$ cat src/verilog/lsag_defines.vh
// constants for the load/store address generator
`ifndef LSAG_DEFINES_VH
`define LSAG_DEFINES_VH
`define MODE_ABS       4'h0
`define MODE_BO_SHORT  4'h1
`define MODE_BO_LONG   4'h2
`define MODE_PRE_INC   4'h3
`define MODE_POST_INC  4'h4
`define MODE_CIRC      4'h5
`define MODE_BITREV    4'h6
`define MODE_SCALED    4'h7
`define MODE_BITIDX    4'h8
`define MODE_JUMPLINK  4'h9
`define SIZE_BYTE      2'h0
`define SIZE_HALF      2'h1
`define SIZE_WORD      2'h2
`define SIZE_DOUBLE    2'h3
`define ABS_LOW_BITS   14
`define SEG_MSB        31
`define SEG_LSB        28
`define PERIPH_SEG     4'hf
`define BASE_ALIGN_MASK 32'h00000007
`define NEXT_INSN_STEP 32'h00000004
`endif

$ cat src/verilog/load_store_address_generator.v
// effective-address generation, write-back and trap checks for the load/store path
// Contract
// - absolute: constant top 4 bits to address top
// - absolute reaches first 16 KBytes per segment
// - short offset: register plus sign-extended 10-bit
// - long offset: register plus sign-extended 16-bit
// - displacement crossing segment raises memory trap
// - pre-increment: sum is address and write-back
// - post-increment: old address, write back sum
// - circular: base even, length/index odd halves
// - circular index advances, wraps by length
// - bytes past buffer end wrap to start
// - circular base not 64-bit aligned traps
// - length not multiple of size traps
// - index at or beyond length traps
// - circular access to peripheral space traps
// - topmost segment always counts as peripheral
// - bit-reverse: base even, index low, modifier high
// - index becomes rev(rev(I)+rev(M))
// - scaled add: data times 1,2,4,8 plus address
// - bit-index add: data>>3 plus address, clear low 2
// - jump-and-link writes next instruction address
`timescale 1ns/1ps
`include "lsag_defines.vh"
module load_store_address_generator #(
  parameter AW = 32
) (
  input  wire          clk,
  input  wire          resetn,
  input  wire          req_valid,
  input  wire [3:0]    mode,
  input  wire [1:0]    access_size,
  input  wire [17:0]   abs_const,
  input  wire [15:0]   offset,
  input  wire [1:0]    scale_sel,
  input  wire [AW-1:0] addr_even,
  input  wire [AW-1:0] addr_odd,
  input  wire [AW-1:0] data_reg,
  input  wire [AW-1:0] pc,
  input  wire [AW-1:0] jump_target,
  output reg           acc_valid_q,
  output reg  [AW-1:0] eff_addr_q,
  output reg  [255:0]  lane_addr_q,
  output reg           wb_even_q,
  output reg  [AW-1:0] wb_even_data_q,
  output reg           wb_odd_q,
  output reg  [AW-1:0] wb_odd_data_q,
  output reg           link_wr_q,
  output reg  [AW-1:0] link_data_q,
  output reg           jump_q,
  output reg  [AW-1:0] jump_addr_q,
  output reg           alignment_trap_q,
  output reg           mem_trap_q
);
  // mirror bit n onto bit 15-n of the half-word
  function [15:0] rev16;
    input [15:0] v;
    integer k;
    begin
      for (k = 0; k < 16; k = k + 1)
        rev16[k] = v[15-k];
    end
  endfunction

  // access width in bytes; double is the default so no code is left unmapped
  function [3:0] size_bytes;
    input [1:0] s;
    begin
      case (s)
        `SIZE_BYTE: size_bytes = 4'h1;
        `SIZE_HALF: size_bytes = 4'h2;
        `SIZE_WORD: size_bytes = 4'h4;
        default:    size_bytes = 4'h8;
      endcase
    end
  endfunction

  // the short forms use only the low ten offset bits
  wire [AW-1:0] off10 = {{22{offset[9]}}, offset[9:0]};
  wire [AW-1:0] off16 = {{16{offset[15]}}, offset};
  // odd register halves: circular uses length/index, bit-reverse modifier/index
  wire [15:0]   c_len = addr_odd[31:16];
  wire [15:0]   c_idx = addr_odd[15:0];
  wire [15:0]   b_idx = addr_odd[15:0];
  wire [15:0]   b_mod = addr_odd[31:16];
  wire [3:0]    sz    = size_bytes(access_size);

  // base plus displacement; the register itself is never touched here
  wire [AW-1:0] sum10 = addr_even + off10;
  wire [AW-1:0] sum16 = addr_even + off16;
  // absolute: the top nibble of the constant selects the segment
  wire [AW-1:0] abs_ea = {abs_const[17:14], 14'h0000, abs_const[`ABS_LOW_BITS-1:0]};
  // both pair modes address base plus the unsigned index
  wire [AW-1:0] base_idx_c = addr_even + {16'h0000, c_idx};
  wire [AW-1:0] base_idx_b = addr_even + {16'h0000, b_idx};

  // circular wrap in 17 bits signed so negative steps fold back by one length
  wire [16:0] idx_step  = {1'b0, c_idx} + {offset[9], offset[9], offset[9], offset[9], offset[9], offset[9],
                                           offset[9], offset[9:0]};
  // a forward step past 64K also sets bit 16, so the sign must come from the offset
  wire        idx_neg   = offset[9] & idx_step[16];
  wire [16:0] idx_wrap  = idx_neg ? idx_step + {1'b0, c_len} :
                          (idx_step >= {1'b0, c_len}) ? idx_step - {1'b0, c_len} : idx_step;
  wire [15:0] rev_idx   = rev16(b_idx);
  wire [15:0] rev_mod   = rev16(b_mod);
  // the add carries from bit 15 downwards once mirrored back
  wire [15:0] rev_sum   = rev_idx + rev_mod;
  wire [15:0] brev_next = rev16(rev_sum);

  // alignment is tested first, so a bad pair never reaches the peripheral decode
  // low bits of length versus size; size is a power of two
  wire [15:0] sz_mask   = {12'h000, sz - 4'h1};
  wire        circ_aln  = ((addr_even & `BASE_ALIGN_MASK) != 32'h00000000) ||
                          ((c_len & sz_mask) != 16'h0000) ||
                          (c_idx >= c_len);
  wire        circ_per  = (base_idx_c[`SEG_MSB:`SEG_LSB] == `PERIPH_SEG);

  // the top nibble names the segment; a displacement may not change it
  function seg_cross;
    input [31:0] a;
    input [31:0] b;
    begin
      seg_cross = (a[31:28] != b[31:28]);
    end
  endfunction

  wire [1:0]    sh       = scale_sel;
  // scale factor is a left shift of 0 to 3 places
  wire [AW-1:0] scaled_dat = data_reg << sh;
  wire [AW-1:0] scaled     = addr_even + scaled_dat;
  // dividing by eight turns a bit number into a byte offset
  wire [AW-1:0] bit_byte   = addr_even + {3'b000, data_reg[31:3]};
  wire [AW-1:0] bit_word   = bit_byte & 32'hfffffffc;

  // next values of the output flops
  reg           v_d;
  reg           wbe_d;
  reg           wbo_d;
  reg           lnk_d;
  reg           jmp_d;
  reg           aln_d;
  reg           mem_d;
  reg           lane_ld;
  reg [AW-1:0]  ea_d;
  reg [AW-1:0]  wbe_data_d;
  reg [AW-1:0]  wbo_data_d;

  always @* begin
    v_d        = 1'b0;
    ea_d       = eff_addr_q;
    wbe_d      = 1'b0;
    wbe_data_d = wb_even_data_q;
    wbo_d      = 1'b0;
    wbo_data_d = wb_odd_data_q;
    lnk_d      = 1'b0;
    jmp_d      = 1'b0;
    aln_d      = 1'b0;
    mem_d      = 1'b0;
    lane_ld    = 1'b0;
    // nothing is issued unless a request stands at this edge
    if (req_valid) begin
      case (mode)
        // absolute: constant only, no register read
        `MODE_ABS: begin
          v_d  = 1'b1;
          ea_d = abs_ea;
        end

        // short displacement, register left as it is
        `MODE_BO_SHORT: begin
          ea_d = sum10;
          if (seg_cross(addr_even, sum10)) mem_d = 1'b1; else v_d = 1'b1;
        end

        // long displacement, same segment rule
        `MODE_BO_LONG: begin
          ea_d = sum16;
          if (seg_cross(addr_even, sum16)) mem_d = 1'b1; else v_d = 1'b1;
        end

        // pre-increment: the sum is both address and new register
        `MODE_PRE_INC: begin
          ea_d = sum10;
          if (seg_cross(addr_even, sum10)) begin
            mem_d = 1'b1;
          end else begin
            v_d        = 1'b1;
            wbe_d      = 1'b1;
            wbe_data_d = sum10;
          end
        end

        // post-increment: the old register addresses, so no crossing test applies
        `MODE_POST_INC: begin
          v_d        = 1'b1;
          ea_d       = addr_even;
          wbe_d      = 1'b1;
          wbe_data_d = sum10;
        end

        // circular: traps first, then the access and the index update
        `MODE_CIRC: begin
          ea_d = base_idx_c;
          if (circ_aln) begin
            aln_d = 1'b1;
          end else if (circ_per) begin
            mem_d = 1'b1;
          end else begin
            v_d        = 1'b1;
            lane_ld    = 1'b1;
            wbo_d      = 1'b1;
            wbo_data_d = {addr_odd[31:16], idx_wrap[15:0]};
          end
        end

        // bit-reverse: the index moves in mirrored order
        `MODE_BITREV: begin
          v_d        = 1'b1;
          ea_d       = base_idx_b;
          wbo_d      = 1'b1;
          wbo_data_d = {addr_odd[31:16], brev_next};
        end

        // scaled add: address register result only, no access
        `MODE_SCALED: begin
          wbe_d      = 1'b1;
          wbe_data_d = scaled;
        end

        // bit-index add: word address of the indexed bit
        `MODE_BITIDX: begin
          wbe_d      = 1'b1;
          wbe_data_d = bit_word;
        end

        // jump-and-link: return address and target in one cycle
        `MODE_JUMPLINK: begin
          lnk_d = 1'b1;
          jmp_d = 1'b1;
        end

        // unknown codes leave every strobe low
        default: begin
          v_d = 1'b0;
        end
      endcase
    end
  end

  // the lane table loads only when a circular access has passed its traps
  localparam LANE_COUNT = 8;
  wire [255:0] lanes;
  wrap_fetch_rom #(.LANES(LANE_COUNT)) u_wrap (
    .clk         (clk),
    .resetn      (resetn),
    .base        (addr_even),
    .index       (c_idx),
    .length      (c_len),
    .load        (lane_ld),
    .lane_addr_q (lanes)
  );

  // lane addresses are already flops inside the table
  always @* begin
    lane_addr_q = lanes;
  end

  // flags pulse for one cycle; data words hold until the next update
  always @(posedge clk or negedge resetn) begin
    if (!resetn) begin
      acc_valid_q      <= 1'b0;
      eff_addr_q       <= 32'h00000000;
      wb_even_q        <= 1'b0;
      wb_even_data_q   <= 32'h00000000;
      wb_odd_q         <= 1'b0;
      wb_odd_data_q    <= 32'h00000000;
      link_wr_q        <= 1'b0;
      link_data_q      <= 32'h00000000;
      jump_q           <= 1'b0;
      jump_addr_q      <= 32'h00000000;
      alignment_trap_q <= 1'b0;
      mem_trap_q       <= 1'b0;
    end else begin
      acc_valid_q      <= v_d;
      eff_addr_q       <= ea_d;
      wb_even_q        <= wbe_d;
      wb_even_data_q   <= wbe_data_d;
      wb_odd_q         <= wbo_d;
      wb_odd_data_q    <= wbo_data_d;
      link_wr_q        <= lnk_d;
      jump_q           <= jmp_d;
      alignment_trap_q <= aln_d;
      mem_trap_q       <= mem_d;
      if (lnk_d) begin
        // link value and target land in the same cycle, so the link write is never behind the jump
        link_data_q <= pc + `NEXT_INSN_STEP;
        jump_addr_q <= jump_target;
      end
    end
  end
endmodule // load_store_address_generator

$ cat src/verilog/wrap_fetch_rom.v
// per-byte lane address table for circular accesses that run off the buffer end
`timescale 1ns/1ps
module wrap_fetch_rom #(
  parameter LANES = 8
) (
  input  wire        clk,
  input  wire        resetn,
  input  wire [31:0] base,
  input  wire [15:0] index,
  input  wire [15:0] length,
  input  wire        load,
  output wire [255:0] lane_addr_q
);
  genvar g;
  generate
    for (g = 0; g < LANES; g = g + 1) begin : lane
      localparam [16:0] LANE_STEP = g;
      // each lane owns its flop so no two processes drive one vector
      reg  [31:0] addr_q;
      wire [16:0] raw  = {1'b0, index} + LANE_STEP;
      // bytes past the end are taken from the buffer start
      wire [16:0] wrp  = (raw >= {1'b0, length}) ? raw - {1'b0, length} : raw;
      always @(posedge clk or negedge resetn) begin
        if (!resetn) begin
          addr_q <= 32'h00000000;
        end else if (load) begin
          addr_q <= base + {16'h0000, wrp[15:0]};
        end
      end
      assign lane_addr_q[g*32 +: 32] = addr_q;
    end
  endgenerate
endmodule // wrap_fetch_rom
$ cat config.mk
export PLATFORM = sky130hd
export DESIGN_NAME = load_store_address_generator
export DESIGN_NICKNAME = d
export VERILOG_FILES = /design/src/verilog/load_store_address_generator.v /design/src/verilog/wrap_fetch_rom.v
export VERILOG_INCLUDE_DIRS = /design/src /design/src/verilog
export SDC_FILE = /design/constraint.sdc
export NUM_CORES = 2
export LEC_CHECK = 0
export BUFFER_PORTS_ARGS = -buffer_cell sky130_fd_sc_hd__buf_2
export CAP_MARGIN = 20
export CORE_UTILIZATION = 64
export CTS_BUF_LIST = sky130_fd_sc_hd__clkbuf_16
export DETAILED_ROUTE_END_ITERATION = 8
export PLACE_DENSITY_LB_ADDON = 0.3
export REMOVE_ABC_BUFFERS = 1
export SETUP_SLACK_MARGIN = 0.05
export SKIP_LAST_GASP = 1
export SYNTH_ARGS = -nofsm -noshare
export SYNTH_HDL_FRONTEND = slang
export SYNTH_SLANG_ARGS = --single-unit
$ cat constraint.sdc
create_clock -name clk -period 1.5 [get_ports clk]
set_input_delay 0.45 -clock clk [delete_from_list [all_inputs] [get_ports clk]]
set_output_delay 0.45 -clock clk [all_outputs]
set_load 0.02 [all_outputs]
==> results of run 1 <==
through the flow:
| stage | area (um2) | hold WS, ps | instances |
|---|---|---|---|
| floorplan | 41000 | 154 | 4870 |
| global placement | 57700 | 379 | 7951 |
| detailed placement | 57700 | 382 | 7951 |
| CTS | 62000 | 39.1 | 8175 |
kinds of logic after synthesis:
logic type      after synthesis
mux                         197
xor+xnor                    553
compound gates             1524
buf+inv                     430
simple gates               1487
flops                       422
fa+ha+maj                   466
Yosys cell counts (44+ instances only):
cell      number
a21o_1       119
a21oi_1      377
a31oi_1       58
and3_1        44
clkbuf_1     141
dfrtp_1      422
ha_1         447
inv_1        218
mux2_2       136
nand2_1      592
nand2b_1      54
nand3_1       96
nand4_1       51
nor2_1       344
nor2b_1       55
nor3_1       110
o21a_1        52
o21ai_0      504
o21bai_1      48
o31ai_1       50
xnor2_1      349
xor2_1       203
repair_timing:
item	CTS
setup buffers	139
hold buffers	1
setup endpoints to repair	827
resized for setup	477
pin swaps	169
endpoints found under the hold margin	9
layer usage:
layer	GRT usage	overflow
met1	0.968	455
met4	1.19	1372
met2	1.30	4021
met3	0.945	433
met5	0.838	44
==> results.md, run 1 <==
- Run status: stopped before the end
- Failing step: global routing (5_1_grt)
- First error: [ERROR GRT-0116] Global routing finished with congestion. Check the congestion regions in the DRC Viewer.
- Netlist cell types: 96
- Grt ovf: 6325
- Clk buf depth: 3
- Seq/Total Area, Yosys: 0.252
- Initial core utilization: 0.649
- Maximum level of the CTS H-tree: 2
- Number of flops mapped to enable cells by yosys: 0
- Synth area leader: dfrtp_1
- Via count of the first global-routing pass: 77000
- XOR/XNOR Fraction of Synth Area: 0.116
- Post-synthesis mux area share: 0.0595
- Row Count: 93
- Syn Area/Cell: 8.25 um2
- Root Driver: clkbuf_16
- CTS buffer count: 47
- Die width: 258 um
- Post-synthesis simple-gate area fraction: 0.162
- Combinational family with the most area after synthesis: compound AO/OA/AOI/OAI gates
- Primary FF master, synth: dfrtp_1
- # IOs: 628
- Yosys warns: 0
- Setup slack at placement: -5990 ps
- Largest net degree at the start of global routing: 79
- Clock Sinks: 422
- Detailed-placement wirelength estimate: 170 mm
- Adder-cell share of the synthesized area: 0.143
- Die Height: 258 um
- Post-Syn Area: 0.0419 mm2
- Post-synth ARST share: 1.00
- Gr usage total: 1.08
- Mapped Cells: 5079
- Top post-synthesis cells by area: dfrtp_1 25%, ha_1 13%, xnor2_1 7.3%
- Area share of the largest cell type after synthesis: 0.252
- Port bufs: 627
- RD Place Congestion: 1.19
- Seq cells post-synth: 422
- First-pass GRT wire length: 538 mm
- Post-synthesis compound-gate area fraction: 0.226
==> inputs of run 2 (changes only) <==
--- a/config.mk
+++ b/config.mk
@@ -8,12 +8,10 @@
 export LEC_CHECK = 0
 export BUFFER_PORTS_ARGS = -buffer_cell sky130_fd_sc_hd__buf_2
 export CAP_MARGIN = 20
-export CORE_UTILIZATION = 64
-export CTS_BUF_LIST = sky130_fd_sc_hd__clkbuf_16
+export CORE_UTILIZATION = 40
 export DETAILED_ROUTE_END_ITERATION = 8
-export PLACE_DENSITY_LB_ADDON = 0.3
+export PLACE_DENSITY_LB_ADDON = 0.15
 export REMOVE_ABC_BUFFERS = 1
-export SETUP_SLACK_MARGIN = 0.05
 export SKIP_LAST_GASP = 1
 export SYNTH_ARGS = -nofsm -noshare
 export SYNTH_HDL_FRONTEND = slang
==> run 2 against run 1 <==
  * The flow now finishes, with violations (setup timing)
  * Area after synthesis unchanged
  * Synthesized cell count unchanged
==> results.md, run 2 <==
- Max Clk Rate: 0.179 GHz
- Seq cells post-synth: 422 (unchanged)
- Placed cell count: 8631 (+8.6%)
- Largest net degree at the start of global routing: 86
- CP dominant cell by count: buf_4
- Most common cell after layout, fill and taps aside: buf_4
- CTS tree: done
- Post-Syn Area: 0.0419 mm2 (unchanged)
- Crit path kind: in2reg
- Syn Area/Cell: 8.25 um2 (unchanged)
- Top post-synthesis cells by area: dfrtp_1 25%, ha_1 13%, xnor2_1 7.3%
- Area share of the largest cell type after synthesis: 0.252 (unchanged)
- Final hold violations: 0
- Vias per cell: 5.45
- CTS buffer count: 52 (+11%)
- Detailed-placement wirelength estimate: 164 mm (-3.2%)
- Overall power: 63.3 mW
- Fin cells: 8903
- Worst Path Buf+Inv: 8
- Largest reg by FF count: u_wrap.lane.addr_q
- Yosys warns: 0 (unchanged)
- Worst EP required: 2070 ps
- Number of DRC markers in iteration 0: 3804
- Seq/Total Area, Yosys: 0.252 (unchanged)
- WP data arrival: 6150 ps
- Die width: 326 um (+26%)
- Maximum level of the CTS H-tree: 2 (unchanged)
- # setup viols final: 779
- Fin crit share: 3.72
- First-pass iteration count of the detailed router: 6
- Total of max-cap violations: 0
- Core area: 0.104 mm2
- Slew Limit Fails: 0
- Area added between synthesis and finish: 56.0%
- Commonest cells after routing, fill and taps aside: 1805 x buf_4, 618 x buf_2, 566 x nand2_1
- Violated checks: setup timing
- Port bufs: 627 (unchanged)
- Root Driver: clkbuf_16
- Layout cells sized above 1: 0.425
- Row Count: 118 (+27%)
- Unrepaired setup endpoints after global routing: yes
- Clock Sinks: 422 (unchanged)
- Clock slew at reported path FFs: 60 ps
- Tightest Pin Transition: 780 ps
- Grt ovf: 0
- Rel. slew slack: 0.473
- Mapped Cells: 5079 (unchanged)
- Final setup margin: -4080 ps
- Later-pin clock latency in the skew report: 680 ps
- Initial core utilization: 0.404 (-0.245)
- Max FFs per register: 256
- Startpoint class of the critical path: input pin
- Vias: 48500
- Most frequent cell after synthesis: nand2_1
- Hold WC Path Type: in2reg
- Top delay family on crit path: compound AO/OA/AOI/OAI gates
- Post-synth top cells: 592 x nand2_1, 504 x o21ai_0, 447 x ha_1
- Setup TNS Final: -1204930 ps
- Routed Wire Length: 200 mm
- CP max stage cell: o31a_1
- Fill cells: 9230
- Crit end category: flop
- Post-route DRC violation count: 0
- Avg WL per Cell: 22.5 um
- Worst-path fanout max: 8
- DIE AREA: 0.106 mm2
- Setup slack at placement: -5590 ps (+405 ps)
- Synth area leader: dfrtp_1
- Antenna Nets Post-Route: 0
- Leak Pwr: 32.5 nW
- Slowest stage delay, CP: 280 ps
- Layout Nets: 8147
- Clock skew: 0 ps
- Primary FF master, synth: dfrtp_1
- Min Tclk post-route: 5580 ps
- Die Height: 326 um (+26%)
- # IOs: 628 (unchanged)
- Clk buf depth: 3 (unchanged)
- Number of flops mapped to enable cells by yosys: 0 (unchanged)
- Via count of the first global-routing pass: 47100
- Post-synth ARST share: 1.00 (unchanged)
- RD Place Congestion: 1.03 (-14%)
- Initial antenna violation count: 9
- First-pass GRT wire length: 295 mm
- Netlist cell types: 96 (unchanged)
- Gr usage total: 0.366
- Run status: finished, violations left
- Worst VDD drop: 0.000932 V
- Pwr Density: 968 mW/mm2
[run 2: cell counts after synthesis]
Identical to the previous run, type by type.
[run 2: worst paths after layout]
kind / from / slack (ps) / depth (start not counted) / end
setup / recovery: addr_odd[6] / -4080 / 34 / u_wrap.lane[4].addr_q[27]
hold / removal: abs_const[2] / 20 / 3 / eff_addr_q[2]
setup reg to reg: wb_odd_data_q[12] / 670 / 2 / wb_odd_data_q[12]
hold reg to reg: u_wrap.lane[6].addr_q[14] / 470 / 2 / u_wrap.lane[6].addr_q[14]
max in group asynchronous: resetn / 520 / 3 / u_wrap.lane[3].addr_q[31]
min in group asynchronous: resetn / 220 / 2 / u_wrap.lane[4].addr_q[1]
[run 2: kinds of logic (layout without fill, tap and decap cells)]
group	Yosys count	in the layout	synth area share
AND/OR/NAND/NOR	1487	1487	0.162
buffers and inverters	430	2871	0.0420
XOR/XNOR	553	553	0.116
multiplexers	197	197	0.0595
other	0	3	0
AO/OA/AOI/OAI	1524	1524	0.226
adder cells (fa/ha/maj)	466	466	0.143
flip-flops	422	422	0.252
[run 2: layer usage]
layer	vias to the layer above	share of wire	global-route usage	wire length (um)
met4	4	0.059	0.182	11900
li1	23100	-	-	-
met2	1774	0.45	0.584	89600
met3	429	0.064	0.0482	12900
met5	-	0.00013	0	27
met1	23200	0.43	0.485	86100
[run 2: repair_timing]
item / CTS / global route
pin swaps: 176 / 222
resized for setup: 353 / 291
endpoints found under the setup margin: 779 / 783
endpoints found under the hold margin: 126 / 0
cloned: 0 / 1
hold buffers: 31 / 0
buffers inserted: 107 / 52
[run 2: cell type report]
type	count	area (um2)	share of cell area
diodes	3	7.51	0.000115
clock inverters	24	342	0.00522
inverters	221	846	0.0129
well taps	1380	1730	0.0264
clock buffers	74	1500	0.0230
multi-input cells	4227	31800	0.487
flip-flops and latches	422	10600	0.161
repair buffers	2552	18600	0.284
[run 2: metrics by stage]
step | instance area (um2) | utilization | hold slack (ps)
after detailed placement | 59800 | 0.577 | 310
final | 65400 | 0.631 | 24.3
after global routing | 65400 | 0.631 | 20.5
after floorplan | 41000 | - | 154
after CTS | 63900 | 0.617 | 2.93
after global placement | 59800 | 0.577 | 312
[run 2: report_power, final]
| part | internal, mW | switching [mW] | total (mW) |
|---|---|---|---|
| registers | 12.9 | 0.908 | 13.9 |
| logic | 16.9 | 18.9 | 35.8 |
| clock network | 7.93 | 5.74 | 13.7 |
[run 2: worst register-to-register path, cell delays in order (launching register included)]
cell and delay [ps]:
dfrtp_1 370, and3_1 140, a31o_2 200
Power figures use the tool's default switching activity.
